## src/smsq_regs.vh

```
`ifndef SMSQ_REGS_VH
`define SMSQ_REGS_VH
// ----------------------------------------------------------------
// Register offsets (byte addresses on the register port)
// ----------------------------------------------------------------
`define SMSQ_ADR_STBY_CTRL  8'h00
`define SMSQ_ADR_INT_CTRL   8'h01
`define SMSQ_ADR_WD_CTRL    8'h02
`define SMSQ_ADR_WD_COUNT   8'h03
`define SMSQ_ADR_WD_RSTCTL  8'h04
`define SMSQ_ADR_STAT       8'h05
// ----------------------------------------------------------------
// Reset values
// ----------------------------------------------------------------
`define SMSQ_RST_STBY_CTRL  8'h1f
`define SMSQ_RST_INT_CTRL   8'h00
`define SMSQ_RST_WD_CTRL    8'h00
`define SMSQ_RST_WD_COUNT   8'h00
`define SMSQ_RST_WD_RSTCTL  8'h1f
// ----------------------------------------------------------------
// Field positions
// ----------------------------------------------------------------
`define SMSQ_STBY_SEL_BIT   7
`define SMSQ_FLOAT_BIT      6
`define SMSQ_STBY_RSVD_BIT  5
`define SMSQ_STBY_ONES      5'h1f
`define SMSQ_EDGE_SEL_BIT   0
`define SMSQ_WD_FLAG_BIT    7
`define SMSQ_WD_MODE_BIT    6
`define SMSQ_WD_RUN_BIT     5
`define SMSQ_WD_CLK_HI      2
`define SMSQ_WD_CLK_LO      0
// ----------------------------------------------------------------
// Timing: prescaler width; divide by 2^(cks+1)
// ----------------------------------------------------------------
`define SMSQ_PRE_W       8
`define SMSQ_PRE_ONES    8'hff
`define SMSQ_WD_COUNT_MAX   8'hff
`endif

```

## src/smsq_top.v

```verilog
// Overview of operation
// - Writing standby select bit then a sleep request enters standby.
// - Standby stops chip clock, halts CPU and all peripherals.
// - CPU registers and RAM keep contents: their clocks simply stop.
// - Ports hold or float in standby per the port float bit.
// - Entry keeps interrupt, break, bus, pin, port, pattern and standby registers.
// - Entry reinitialises DMA, timer pulse unit and A/D registers.
// - Entry clears watchdog bits 7..5 and resets reset control to 1f; keeps select and count.
// - Entry reinitialises all serial interface registers.
// - Only NMI edge, power-on or manual reset end standby.
// - NMI wake restarts oscillator and clocks only the watchdog.
// - Watchdog overflow restores full clock, exits, starts NMI processing.
// - Init pin low with NMI high in standby gives power-on reset.
// - Init pin low with NMI low in standby gives manual reset.
// - Standby forces falling NMI edge; falling NMI wakes before manual reset.
// - Edge select 0 is falling, 1 is rising.
// - Standby select and port float cannot be set while watchdog runs.
// - Port float 1 floats ports in standby, 0 holds them.
// - Standby select 0 makes sleep enter light sleep; reset value 0.
`timescale 1ns/10ps
`default_nettype none
`include "smsq_regs.vh"

module smsq_top (
  input  wire       clock_i,
  input  wire       rst_i,
  input  wire [7:0] addr_i,
  input  wire [7:0] wdata_i,
  input  wire       wr_i,
  input  wire       rd_i,
  output reg  [7:0] rdata_o,
  input  wire       sleep_exec_i,
  input  wire       light_wake_i,
  input  wire       nmi_pin_i,
  input  wire       init_pin_n_i,
  output wire       cpu_clk_en_o,
  output wire       periph_clk_en_o,
  output wire       wdt_clk_en_o,
  output wire       osc_en_o,
  output wire       standby_o,
  output wire       light_sleep_o,
  output wire       port_float_o,
  output reg        periph_reinit_o,
  output reg        nmi_exc_o,
  output reg        por_o,
  output reg        manual_rst_o
);

  // ----------------------------------------------------------------
  // States
  // ----------------------------------------------------------------
  localparam [3:0] ST_RUN   = 4'h1;
  localparam [3:0] ST_SLEEP = 4'h2;
  localparam [3:0] ST_STBY  = 4'h4;
  localparam [3:0] ST_WAKE  = 4'h8;

  reg  [3:0] state_q;
  reg  [3:0] state_d;
  reg  [7:0] stby_ctrl_q;
  reg  [7:0] int_ctrl_q;
  reg  [7:0] wd_ctrl_q;
  reg  [7:0] wd_count_q;
  reg  [7:0] wd_rstctl_q;
  reg  [7:0] pre_q;
  reg        nmi_s1_q;
  reg        nmi_s2_q;
  reg        nmi_s3_q;
  reg        init_s1_q;
  reg        init_s2_q;
  reg        init_s3_q;

  wire in_run   = state_q[0];
  wire in_sleep = state_q[1];
  wire in_stby  = state_q[2];
  wire in_wake  = state_q[3];

  // ----------------------------------------------------------------
  // Pin synchronisers
  // ----------------------------------------------------------------
  // Pins come from outside the clock domain; third stage only
  // serves edge detection so the first stage feeds nothing else.
  always @(posedge clock_i or posedge rst_i) begin
    if (rst_i) begin
      nmi_s1_q  <= 1'b0;
      nmi_s2_q  <= 1'b0;
      nmi_s3_q  <= 1'b0;
      init_s1_q <= 1'b1;
      init_s2_q <= 1'b1;
      init_s3_q <= 1'b1;
    end else begin
      nmi_s1_q  <= nmi_pin_i;
      nmi_s2_q  <= nmi_s1_q;
      nmi_s3_q  <= nmi_s2_q;
      init_s1_q <= init_pin_n_i;
      init_s2_q <= init_s1_q;
      init_s3_q <= init_s2_q;
    end
  end

  // ----------------------------------------------------------------
  // Event decode
  // ----------------------------------------------------------------
  // Standby ignores the stored select and always uses falling edge
  wire edge_rise = (int_ctrl_q[`SMSQ_EDGE_SEL_BIT] == 1'b1) && !in_stby;
  wire nmi_fall  = nmi_s3_q & ~nmi_s2_q;
  wire nmi_rise  = ~nmi_s3_q & nmi_s2_q;
  wire nmi_edge  = edge_rise ? nmi_rise : nmi_fall;
  wire init_fall = init_s3_q & ~init_s2_q;
  wire stby_sel  = stby_ctrl_q[`SMSQ_STBY_SEL_BIT];
  wire wd_run    = wd_ctrl_q[`SMSQ_WD_RUN_BIT];
  wire [2:0] wd_sel = wd_ctrl_q[`SMSQ_WD_CLK_HI:`SMSQ_WD_CLK_LO];
  wire enter_stby = in_run & sleep_exec_i & stby_sel;
  // NMI edge outranks a simultaneous init pin fall in standby
  wire stby_nmi  = in_stby & nmi_fall;
  wire rst_evt   = init_fall & ~stby_nmi;

  // ----------------------------------------------------------------
  // Watchdog prescaler and tick
  // ----------------------------------------------------------------
  // Divide by 2^(cks+1); cks is held across standby, so the wake
  // interval is the one chosen before entry.
  wire [7:0] dmask   = `SMSQ_PRE_ONES >> (3'd7 - wd_sel);
  wire       wdt_go  = in_wake | (wd_run & (in_run | in_sleep));
  wire       tick    = wdt_go && ((pre_q & dmask) == dmask);
  wire       wd_wrap = tick && (wd_count_q == `SMSQ_WD_COUNT_MAX);
  wire [7:0] wd_ctrl_rst = `SMSQ_RST_WD_CTRL;

  always @(posedge clock_i or posedge rst_i) begin
    if (rst_i) begin
      pre_q <= 8'h00;
    end else if (wdt_go) begin
      pre_q <= pre_q + 8'h01;
    end else begin
      pre_q <= 8'h00;
    end
  end

  // ----------------------------------------------------------------
  // Sequencer
  // ----------------------------------------------------------------
  always @* begin
    state_d = state_q;
    case (state_q)
      ST_RUN: begin
        if (sleep_exec_i) begin
          state_d = stby_sel ? ST_STBY : ST_SLEEP;
        end
      end
      ST_SLEEP: begin
        if (light_wake_i) begin
          state_d = ST_RUN;
        end
      end
      ST_STBY: begin
        // Only this NMI fall or the init pin reset below can leave this state
        if (stby_nmi) begin
          state_d = ST_WAKE;
        end
      end
      ST_WAKE: begin
        if (wd_wrap) begin
          state_d = ST_RUN;
        end
      end
      default: state_d = ST_RUN;
    endcase
    if (rst_evt) begin
      state_d = ST_RUN;
    end
  end

  always @(posedge clock_i or posedge rst_i) begin
    if (rst_i) begin
      state_q <= ST_RUN;
    end else begin
      state_q <= state_d;
    end
  end

  // ----------------------------------------------------------------
  // Event pulses
  // ----------------------------------------------------------------
  // Registered so each leaves on a clean flop edge
  always @(posedge clock_i or posedge rst_i) begin
    if (rst_i) begin
      periph_reinit_o <= 1'b0;
      nmi_exc_o       <= 1'b0;
      por_o           <= 1'b0;
      manual_rst_o    <= 1'b0;
    end else begin
      periph_reinit_o <= enter_stby;
      nmi_exc_o       <= (in_wake & wd_wrap & ~rst_evt)
                       | (nmi_edge & ~in_stby & ~in_wake & ~rst_evt);
      por_o           <= rst_evt & nmi_s2_q;
      manual_rst_o    <= rst_evt & ~nmi_s2_q;
    end
  end

  // ----------------------------------------------------------------
  // Standby control and interrupt control registers
  // ----------------------------------------------------------------
  wire wr_stc = wr_i & (addr_i == `SMSQ_ADR_STBY_CTRL);
  wire wr_itc = wr_i & (addr_i == `SMSQ_ADR_INT_CTRL);
  wire wr_tcs = wr_i & (addr_i == `SMSQ_ADR_WD_CTRL);
  wire wr_cnt = wr_i & (addr_i == `SMSQ_ADR_WD_COUNT);
  wire wr_rcs = wr_i & (addr_i == `SMSQ_ADR_WD_RSTCTL);
  wire por_evt = rst_evt & nmi_s2_q;

  // Both bits stay frozen while the watchdog runs, so a running
  // watchdog is stopped by standby only if standby was selected before it started.
  always @(posedge clock_i or posedge rst_i) begin
    if (rst_i) begin
      stby_ctrl_q <= `SMSQ_RST_STBY_CTRL;
      int_ctrl_q  <= `SMSQ_RST_INT_CTRL;
    end else if (por_evt) begin
      stby_ctrl_q <= `SMSQ_RST_STBY_CTRL;
      int_ctrl_q  <= `SMSQ_RST_INT_CTRL;
    end else begin
      // Entry touches neither register
      if (wr_stc && !wd_run) begin
        stby_ctrl_q[`SMSQ_STBY_SEL_BIT] <= wdata_i[`SMSQ_STBY_SEL_BIT];
        stby_ctrl_q[`SMSQ_FLOAT_BIT]    <= wdata_i[`SMSQ_FLOAT_BIT];
      end
      if (wr_itc) begin
        int_ctrl_q <= {7'h00, wdata_i[`SMSQ_EDGE_SEL_BIT]};
      end
    end
  end

  // ----------------------------------------------------------------
  // Watchdog registers
  // ----------------------------------------------------------------
  // On entry the upper control bits and reset status go back to
  // reset; clock select and count survive for the wake interval.
  always @(posedge clock_i or posedge rst_i) begin
    if (rst_i) begin
      wd_ctrl_q   <= `SMSQ_RST_WD_CTRL;
      wd_count_q  <= `SMSQ_RST_WD_COUNT;
      wd_rstctl_q <= `SMSQ_RST_WD_RSTCTL;
    end else if (por_evt) begin
      wd_ctrl_q   <= `SMSQ_RST_WD_CTRL;
      wd_count_q  <= `SMSQ_RST_WD_COUNT;
      wd_rstctl_q <= `SMSQ_RST_WD_RSTCTL;
    end else if (enter_stby) begin
      wd_ctrl_q[7:5] <= wd_ctrl_rst[7:5];
      wd_rstctl_q    <= `SMSQ_RST_WD_RSTCTL;
    end else begin
      if (wr_tcs) begin
        wd_ctrl_q[6:5] <= wdata_i[6:5];
        wd_ctrl_q[2:0] <= wdata_i[2:0];
        // Software may only clear the flag
        if (!wdata_i[`SMSQ_WD_FLAG_BIT]) begin
          wd_ctrl_q[`SMSQ_WD_FLAG_BIT] <= 1'b0;
        end
      end
      // Overflow set wins over a clearing write in the same cycle
      if (wd_wrap && in_run) begin
        wd_ctrl_q[`SMSQ_WD_FLAG_BIT] <= 1'b1;
      end
      if (wr_rcs) begin
        wd_rstctl_q <= wdata_i;
      end
      if (wr_cnt) begin
        wd_count_q <= wdata_i;
      end else if (tick) begin
        wd_count_q <= wd_count_q + 8'h01;
      end
    end
  end

  // ----------------------------------------------------------------
  // Clock gating and port control
  // ----------------------------------------------------------------
  // CPU and RAM keep state because their clock just stops
  assign cpu_clk_en_o    = in_run;
  assign periph_clk_en_o = in_run | in_sleep;
  assign wdt_clk_en_o    = ~in_stby;
  assign osc_en_o        = ~in_stby;
  assign standby_o       = in_stby | in_wake;
  assign light_sleep_o   = in_sleep;
  // Float while stopped and through the wake period; both count as standby
  assign port_float_o    = standby_o & stby_ctrl_q[`SMSQ_FLOAT_BIT];

  // ----------------------------------------------------------------
  // Register read port
  // ----------------------------------------------------------------
  // Data stands one cycle after the strobe; unmapped reads zero
  always @(posedge clock_i or posedge rst_i) begin
    if (rst_i) begin
      rdata_o <= 8'h00;
    end else if (rd_i) begin
      case (addr_i)
        `SMSQ_ADR_STBY_CTRL: rdata_o <= {stby_ctrl_q[7:6], 1'b0, `SMSQ_STBY_ONES};
        `SMSQ_ADR_INT_CTRL:  rdata_o <= int_ctrl_q;
        `SMSQ_ADR_WD_CTRL:   rdata_o <= {wd_ctrl_q[7:5], 2'b11, wd_ctrl_q[2:0]};
        `SMSQ_ADR_WD_COUNT:  rdata_o <= wd_count_q;
        `SMSQ_ADR_WD_RSTCTL: rdata_o <= wd_rstctl_q;
        `SMSQ_ADR_STAT:   rdata_o <= {2'b00, nmi_s2_q, init_s2_q, state_q};
        default:          rdata_o <= 8'h00;
      endcase
    end else begin
      rdata_o <= 8'h00;
    end
  end

endmodule // smsq_top
`default_nettype wire

```

## config.mk

```make
export PLATFORM = sky130hd
export DESIGN_NAME = smsq_top
export DESIGN_NICKNAME = d
export VERILOG_FILES = /design/src/smsq_top.v
export VERILOG_INCLUDE_DIRS = /design/src /design/src/src
export SDC_FILE = /design/constraint.sdc
export NUM_CORES = 1
export LEC_CHECK = 0
export ABC_AREA = 0
export ABC_CLOCK_PERIOD_IN_PS = 1900
export BUFFER_PORTS_ARGS = -buffer_cell sky130_fd_sc_hd__buf_4
export CAP_MARGIN = 20
export CORE_ASPECT_RATIO = 2
export CORE_MARGIN = 2
export CORE_UTILIZATION = 45
export CTS_CLUSTER_DIAMETER = 80
export DETAILED_ROUTE_END_ITERATION = 10
export GPL_ROUTABILITY_DRIVEN = 0
export PLACE_DENSITY = 0.77
export SYNTH_ARGS = -nofsm -noshare
export SYNTH_HDL_FRONTEND = slang
export SYNTH_SLANG_ARGS = --single-unit
export TNS_END_PERCENT = 100
```

## constraint.sdc

```tcl
create_clock -name clock_i -period 1.9 [get_ports clock_i]
set_input_delay 0.19 -clock clock_i [delete_from_list [all_inputs] [get_ports clock_i]]
set_output_delay 0.19 -clock clock_i [all_outputs]
set_load 0.1 [all_outputs]
```

[Word-level counts from Yosys, hierarchy flattened]
Index checks and enable logic that the tools add are counted.
Word-level totals
  register bits: 62
  logic and storage cells: 123
  output and inout port bits: 19
  bits of input ports: 24
Operators by class
  mux-type cells: 30
  add/subtract/negate cells: 3
  bitwise gates (word level): 33
  shifts and indexed selects: 1
  reduce and logical (&&, ||, !) cells: 19
  eq/ne operators: 17
Operators with widths (number)
  2-to-1 mux 8 bit: 11
  case mux 8 bit (6 select lines): 1
  bitwise AND 1 bit: 21
  2-to-1 mux 3 bit: 7
  2-to-1 mux 4 bit: 5
  adder 8 x 1 -> 8 bit, second input constant: 2
  == test 8 x 2 -> 1 bit, second input constant: 2
  == test 8 x 3 -> 1 bit, second input constant: 2
  case mux 4 bit (4 select lines): 1
  inequality test 3 bit, second input constant: 4
  nonzero test 3 bit: 3
  bitwise AND 8 bit: 1
  == test 8 x 1 -> 1 bit, second input constant: 1
  == test 8 bit: 1
  == test 8 bit, second input constant: 1
  zero test 8 bit: 1
  right shift 8 x 3 -> 8 bit, first input constant: 1
  inverter 1 bit: 7
  AND reduction 2 bit: 3
  nonzero test 2 bit: 3
  logical AND 1 bit: 5
  == test 4 x 1 -> 1 bit, second input constant: 1
  == test 4 x 2 -> 1 bit, second input constant: 1
  == test 4 x 3 -> 1 bit, second input constant: 1
  10 further kinds: 17

[Depth between registers and ports, before layout]
Gate-level depths: netlist of run 1.
  depth in word-level cells: 10
  gate-level depth with buffers: 7
  gate-level depth less buffers: 6

[Least setup slack after synthesis of run 1]
OpenSTA, ideal clock, no wires.
  path type: register to register
  start: reg state_q[1]
  end: reg wd_count_q[6]
  data required time: 1765 ps
  setup time: 135 ps
  arrival time: 2808 ps
  buffers on the path: 1
  period minus slack after synthesis: 2944 ps
  cell stages (with the launch flop): 8
  setup slack: -1044 ps
  cell sequence: dfrtp_1 or2_2 buf_2 a21oi_2 nor3_1 nand3_1 o311ai_0 o21ai_1
Between the ends
  cells in the longest elaborated chain, start to end: 6
RTL lines
  start: declaration: line smsq_top.v:57  | reg [3:0] state_q;
  start signal: assignment: line smsq_top.v:176  | state_q <= state_d;
  OR 1 bit
  via periph_clk_en_o: line smsq_top.v:37  | output wire periph_clk_en_o,
  bitwise AND 1 bit: line smsq_top.v:123  | wire wdt_go = in_wake | (wd_run & (in_run | in_sleep));
  OR 1 bit: line smsq_top.v:123
  logical AND 1 bit: line smsq_top.v:124  | wire tick = wdt_go && ((pre_q & dmask) == dmask);
  nonzero test 3 bit (no source line)
  AND reduction 2 bit (no source line)
  end signal: assignment: line smsq_top.v:238  | wd_count_q <= `SMSQ_RST_WD_COUNT;
  end signal: assignment: line smsq_top.v:242  | wd_count_q <= `SMSQ_RST_WD_COUNT;
  end signal: assignment: line smsq_top.v:264  | wd_count_q <= wdata_i;
  end: declaration: line smsq_top.v:62  | reg [7:0] wd_count_q;
The timed path passes the listed nets, and every way through them passes these cells.
A chain may end at the register's enable or synchronous reset.

[Final worst setup path of run 1]
  start: reg wd_ctrl_q[5]
  end: reg stby_ctrl_q[7]
Between the ends
  cells in the longest elaborated chain, start to end: 3
RTL lines
  start: declaration: line smsq_top.v:61  | reg [7:0] wd_ctrl_q;
  start signal: assignment: line smsq_top.v:237  | wd_ctrl_q <= `SMSQ_RST_WD_CTRL;
  start signal: assignment: line smsq_top.v:241  | wd_ctrl_q <= `SMSQ_RST_WD_CTRL;
  start signal: assignment: line smsq_top.v:245  | wd_ctrl_q[7:5] <= wd_ctrl_rst[7:5];
  zero test 1 bit: line smsq_top.v:220  | if (wr_stc && !wd_run) begin
  logical AND 1 bit: line smsq_top.v:220
  nonzero test 2 bit (no source line)
  end signal: assignment: line smsq_top.v:216  | stby_ctrl_q <= `SMSQ_RST_STBY_CTRL;
  end signal: indexed assignment: line smsq_top.v:221  | stby_ctrl_q[`SMSQ_STBY_SEL_BIT] <= wdata_i[`SMSQ_STBY_SEL_BIT];
  end signal: indexed assignment: line smsq_top.v:222  | stby_ctrl_q[`SMSQ_FLOAT_BIT] <= wdata_i[`SMSQ_FLOAT_BIT];
  end: declaration: line smsq_top.v:59  | reg [7:0] stby_ctrl_q;
Every way passes these cells.

==> impl_results.md, run 1 <==
* Status: finished, final reports clean
* DP HPWL at 5.94 mm
* Critical path capture point type: register
* CP cell instances: or4b_2 -> nor4_2 -> buf_4 -> mux2i_1 -> nor2_1
* Max-cap violation count at 0
* Port bufs at 42
* CTS tree: built
* Clock root buffer: clkbuf_16
* Worst-path maximum fanout at 2
* DIE AREA at 6930 um^2
* Starting density of the core at 46.8%
* Core Rows at 40
* Total gr overflow at 0
* Setup tns final at 0 ps
* Die Height at 116 um
* RSZ-0062 raised after global routing: no
* Ratio of final minimum period to clock period at 93.5%
* 1st-iter DRT viols at between 150 and 200
* CP Buf/Inv Count at 1
* Post-synthesis register bit count at 55
* Mapped Area at 2810 um^2
* CTS max path bufs at 2
* Synth cell types at 49
* Final hold slack at roughly 77 ps
* DR vias at roughly 2600
* First-pass GRT wire length at between 10 and 15 mm
* Skew final at 9.82 ps
* Nets at 395
* Met3 usage at just under 4%
* Leakage power at 1.59 nW
* Power Density at between 800 and 900 nW/um^2
* Most frequent cells in the layout: 65 x buf_4, 45 x dfrtp_1, 36 x nand2_1, 30 x nand3_1
* Final Max Slew Viols at 0
* GRT met1 Usage at 28.0%
* Core area at between 6000 and 7000 um^2
* Via-to-Cell Ratio at between 5 and 6
* Met2 Use GR at 42.8%
* Total wire length at 7.71 mm
* Final cell count without fillers at between 400 and 500
* Initial antenna violation count at 0
* Vias in the first global route at 2557
* Final setup viols at 0
* Final instance area at 3590 um^2
* Crit start category: register
* Cell Count Post-Placement at around 420
* Area Overhead vs Synth at 27.8%
* Worst EP arrival at 1970 ps
* Post-CTS Setup Bufs at 0
* Initial DRT Pass Iterations at 4
* Finished Core Util at 59.8%
* CTS Buf Count at 5
* DP Area at 3380 um^2
* Clk_lat worst skew at around 300 ps
* Worst slew pin tran at ~510 ps
* CP top delay family: simple AND/OR/NAND/NOR gates
* Seq/Total Area, Yosys at 49.4%
* Clk pin slew, worst setup/hold paths at 70 ps
* Dominant synthesized flop cell: dfrtp_1
* Max incr delay on CP at 630 ps
* Drt drc at 0
* Total track usage at 25.0%
* Syn nets at 331
* Layout cells sized above 1 at 27.0%
* Fmax at 0.563 GHz
* Antenna Nets Post-Route at 0
* Ports at 43
* CTS H-Tree Depth at 2
* Largest net degree at the start of global routing at 56
* Worst ir drop on vdd at between 0.0005 and 0.0006 V
* Avg Synthesized Cell Area at 9.21 um^2
* Clock sink count at 55
* EDFF count, synth at 0
* WS Path Type: reg2reg
* Chip Width at 59.9 um
* Synth Instances at between 300 and 400
* Worst path slowest cell: or4b_2
* Critical Path RT at 2090 ps
* Most common cell after layout, fill and taps aside: buf_4
* Final hold vios at 0
* # diodes at 0
* Avg WL per Cell at 17.8 um
* GR peak layer: met2
* Slew margin rel. at 66.3%
* Share of flip-flops with an asynchronous set or reset at 100%
* Tightest Hold Check Type: in2reg
* Final min period at 1780 ps
* Ys Warns at 0
==> cell usage after synthesis, types with 3 or more instances <==
cell       n  area share [%]
dfrtp_1   46              41
nand2_1   36             4.8
nand3_1   31             5.5
a21oi_1   27             4.8
nor2_1    26             3.5
o21ai_0   14             2.5
inv_1     11             1.5
dfstp_2    9             8.4
mux2i_1    9             3.2
nor3_1     9             1.6
clkbuf_1   7            0.94
and3_1     6             1.3
nand2b_1   5             1.1
nor2b_1    5             1.1
o211ai_1   5             1.3
o22ai_1    5             1.1
xor2_1     5             1.6
buf_2      4            0.71
a22oi_1    3            0.80
a32oi_1    3            0.94
nand3b_1   3            0.80
nand4_1    3            0.67
==> final cells by class <==
cell class | count | area, um^2
timing repair buffer | 69 | 538
clock buffer | 7 | 133
multi-input combinational | 227 | 1380
tap | 63 | 78.8
clock inverter | 1 | 30.0
fill | 533 | 2410
sequential | 55 | 1390
inverter | 11 | 41.3
==> where the power goes <==
part,switching [mW],internal [mW]
clock,0.419,0.624
combinational,0.461,0.206
sequential,0.0331,1.23
total,0.914,2.06
==> per-layer routing <==
metal	part of all wire (%)	vias to the layer above
met5	0	-
met4	5.5	0
met3	4.1	30
met2	55	90
met1	35	1242
li1	-	1212
==> timing repair <==
action | in CTS | in global routing
hold endpoints to repair | 47 | 1
setup endpoints to repair | 0 | 2
resized for setup | 0 | 3
hold buffers | 2 | 1
==> registers in the layout, summed over array words and instances (netlist names) <==
signal,cells
pre_q,8
rdata_o,8
wd_count_q,8
wd_rstctl_q,8
wd_ctrl_q,6
state_q,4
stby_ctrl_q,2
init_s1_q,1
init_s2_q,1
init_s3_q,1
int_ctrl_q,1
manual_rst_o,1
nmi_exc_o,1
nmi_s1_q,1
nmi_s2_q,1
nmi_s3_q,1
periph_reinit_o,1
por_o,1
==> kinds of logic (layout without fill, tap and decap cells) <==
family | Yosys count | in the layout | share of synthesized area (%)
AOI/OAI and AO/OA | 70 | 70 | 15.0
and+or+nand+nor | 138 | 138 | 25.4
muxes | 11 | 11 | 4.01
buffers and inverters | 23 | 88 | 3.38
adders and majority gates | 2 | 2 | 0.890
DFF | 55 | 55 | 49.4
xor gates and xnor gates | 6 | 6 | 1.87
==> final timing paths <==
check                             startpoint             end  slack (ps)  cells past startpoint
worst max-delay path            wd_ctrl_q[5]  stby_ctrl_q[7]         120                      5
worst min-delay path            sleep_exec_i      state_q[0]          80                      2
worst max register to register  wd_ctrl_q[5]  stby_ctrl_q[7]         120                      5
worst min register to register     init_s1_q       init_s2_q         360                      0
max in group asynchronous              rst_i  wd_rstctl_q[0]        1090                      4
min in group asynchronous              rst_i    manual_rst_o         500                      4
==> stage by stage <==
| step | worst slack [ps] | power, mW |
|---|---|---|
| 3_3_place_gp | -151 | 1.94 |
| 5_1_grt | 14.7 | 3.06 |
| 6_report | 124 | 2.97 |
| 4_1_cts | 9.38 | 2.97 |
| 3_5_place_dp | -185 | 1.94 |
| 2_1_floorplan | -190 | 1.78 |
No activity file was read; power rests on OpenSTA's default activity.
==> inputs of run 2 (changes only) <==
--- a/config.mk
+++ b/config.mk
@@ -7,7 +7,6 @@
 export NUM_CORES = 1
 export LEC_CHECK = 0
 export ABC_AREA = 0
-export ABC_CLOCK_PERIOD_IN_PS = 1900
 export BUFFER_PORTS_ARGS = -buffer_cell sky130_fd_sc_hd__buf_4
 export CAP_MARGIN = 20
 export CORE_ASPECT_RATIO = 2
@@ -17,6 +16,7 @@
 export DETAILED_ROUTE_END_ITERATION = 10
 export GPL_ROUTABILITY_DRIVEN = 0
 export PLACE_DENSITY = 0.77
+export SETUP_SLACK_MARGIN = 0.3
 export SYNTH_ARGS = -nofsm -noshare
 export SYNTH_HDL_FRONTEND = slang
 export SYNTH_SLANG_ARGS = --single-unit
==> run 2 against run 1 <==
  * Utilization is 6.4 points higher
  * Clock-buffer cell count is 2 lower
  * Register-to-register slack better by 60 ps
  * First-iteration DRC count is 7.0% lower
  * Power is 4.1% higher
  * Fmax is 3.5% higher
  * Non-clock buffer count is 12 higher
  * Die area stayed put
  * Worst setup slack better by 61 ps
  * Global-route usage is 0.062 points higher
  * Routed wire length is 4.3% higher
  * Via count is 1.1% higher
  * Critical path type unchanged
  * Largest cell class is now multi-input combinational cells
==> impl_results.md, run 2 (synthesis results as in run 1) <==
* Status: finished, final reports clean
* Drt drc at 0
* 1st-iter DRT viols at around 170
* Final hold vios at 0
* Core area at 6010 um^2
* Worst-path maximum fanout at 4
* CTS Buf Count at 5
* CP Buf/Inv Count at 0
* Most common cell after layout, fill and taps aside: buf_4
* CP cell instances: or2_4 -> a21oi_4 -> nor3_4 -> and2_4 -> a31oi_4 -> o21bai_1
* DR vias at 2602
* WS Path Type: reg2reg
* Final Max Slew Viols at 0
* First-pass GRT wire length at 13.0 mm
* Ports at 43
* Slew margin rel. at between 60% and 70%
* Final min period at 1720 ps
* Nets at 407
* Met3 usage at ~3%
* GR peak layer: met2
* Initial antenna violation count at 0
* DP HPWL at 5.75 mm
* Met2 Use GR at 43.1%
* Tightest Hold Check Type: in2reg
* Worst EP arrival at 1900 ps
* Worst ir drop on vdd at about 0.00055 V
* Clk pin slew, worst setup/hold paths at 70 ps
* Total track usage at 25.1%
* Place WS at -51.1 ps
* Skew final at 5.73 ps
* Final setup viols at 0
* CTS max path bufs at 2
* Critical Path RT at 2090 ps
* Vias in the first global route at around 2700
* Most frequent cells in the layout: 67 x buf_4, 42 x dfrtp_1, 31 x nand2_1, 25 x nand3_1, 21 x nor2_1
* Chip Width at about 60 um
* Clk_lat worst skew at 300 ps
* Starting density of the core at 46.8%
* Fmax at 0.583 GHz
* Crit start category: register
* Power Density at 777 nW/um^2
* R2r worst-path depth at 6
* CTS H-Tree Depth at 2
* Final cell count without fillers at 445
* Pwr Total at roughly 3.1 mW
* GRT met1 Usage at 28.4%
* Area Overhead vs Synth at 41.5%
* Final instance area at 3980 um^2
* Cell Count Post-Placement at 422
* DP Area at approximately 3500 um^2
* Hold_sp: sleep_exec_i
* Worst path slowest cell: dfstp_4
* Total wire length at 8.04 mm
* Total gr overflow at 0
* Port bufs at 42
* Min-Delay Endpoint: state_q[0]
* DIE AREA at 6930 um^2
* Initial DRT Pass Iterations at 5
* Clock root buffer: clkbuf_16
* Reg-to-reg endpoint: state_q[3]
* Largest net degree at the start of global routing at 36
* Via-to-Cell Ratio at 5.85
* Worst setup margin at 185 ps
* CTS tree: built
* Launch point of the worst reg-to-reg path: state_q[0]
* Clock sink count at 55
* Leakage power at roughly 1.7 nW
* Avg WL per Cell at 18.1 um
* Die Height at roughly 120 um
* RSZ-0062 raised after global routing: yes
* Max incr delay on CP at 620 ps
* Finished Core Util at 66.2%
* Critical path capture point type: register
* Worst slew pin tran at between 400 and 500 ps
* CP top delay family: simple AND/OR/NAND/NOR gates
* Register-to-register setup slack at 180 ps
* Max-cap violation count at 0
* Layout cells sized above 1 at 39.3%
* WHS Path Cells at 2
* # diodes at 0
* Core Rows at 40
* Ratio of final minimum period to clock period at 90.3%
* Antenna Nets Post-Route at 0
[run 2: changes by cell type in the layout (fill, tap and decap cells not counted), moves of 5 or more]
cell     before  now
nand2_1      36   31
nand3_2       0    5
buf_6         0    9
a21oi_2       1    7
a21oi_1      26   20
nor2_1       26   21
nand3_1      30   25
[run 2: final cells by class]
cell class              count  area [um^2]
well taps                  63         78.8
repair buffers             81          669
multi-input cells         227         1620
clock inverters             3         46.3
inverters                  11         45.0
clock buffers               5          125
fillers                   467         2030
flip-flops and latches     55         1400
[run 2: how the worst max path moves through the flow]
stage                      start            end  slack (ps)  depth (start not counted)
CTS                   state_q[0]     state_q[3]         210                          6
finish                state_q[0]     state_q[3]         180                          6
floorplan             state_q[0]  wd_count_q[6]        -190                          7
global route        wd_ctrl_q[1]     state_q[3]         130                          7
detailed placement     addr_i[5]  wd_count_q[0]         -50                          8
global placement       addr_i[5]  wd_count_q[0]         -50                          8
[run 2: repair_timing]
action / 4_1_cts / 5_1_grt
hold buffers: 3 / 0
gates resized for setup: 21 / 33
hold endpoints to repair: 16 / 0
setup endpoints to repair: 18 / 26
buffers inserted: 7 / 5
pin swaps: 12 / 22
[run 2: through the flow]
stage | hold slack (ps) | setup TNS (ps)
floorplan | 194 | -1480
global placement | 232 | -65.0
detailed placement | 245 | -174
CTS | 88.0 | 0
global route | 99.0 | 0
finish | 90.6 | 0
[run 2: worst reg2reg max path: stages (launching register included)]
cell and delay [ps]:
dfstp_4 620, or2_4 130, a21oi_4 60, nor3_4 230, and2_4 270, a31oi_4 110
o21bai_1 180
[run 2: layer usage]
metal	wire, um	share of wire, %	up-vias
li1	-	-	1246
met2	4530	56	69
met4	275	3.4	0
met1	3000	37	1268
met5	0	0	-
met3	241	3.0	19
[run 2: power breakdown]
group | internal, mW | leakage (nW) | total (mW) | switching (mW)
Clock | 0.627 | 0.0804 | 1.07 | 0.445
Sequential | 1.23 | 0.721 | 1.25 | 0.0260
Combinational | 0.255 | 0.933 | 0.766 | 0.511
Total | 2.11 | 1.73 | 3.09 | 0.983
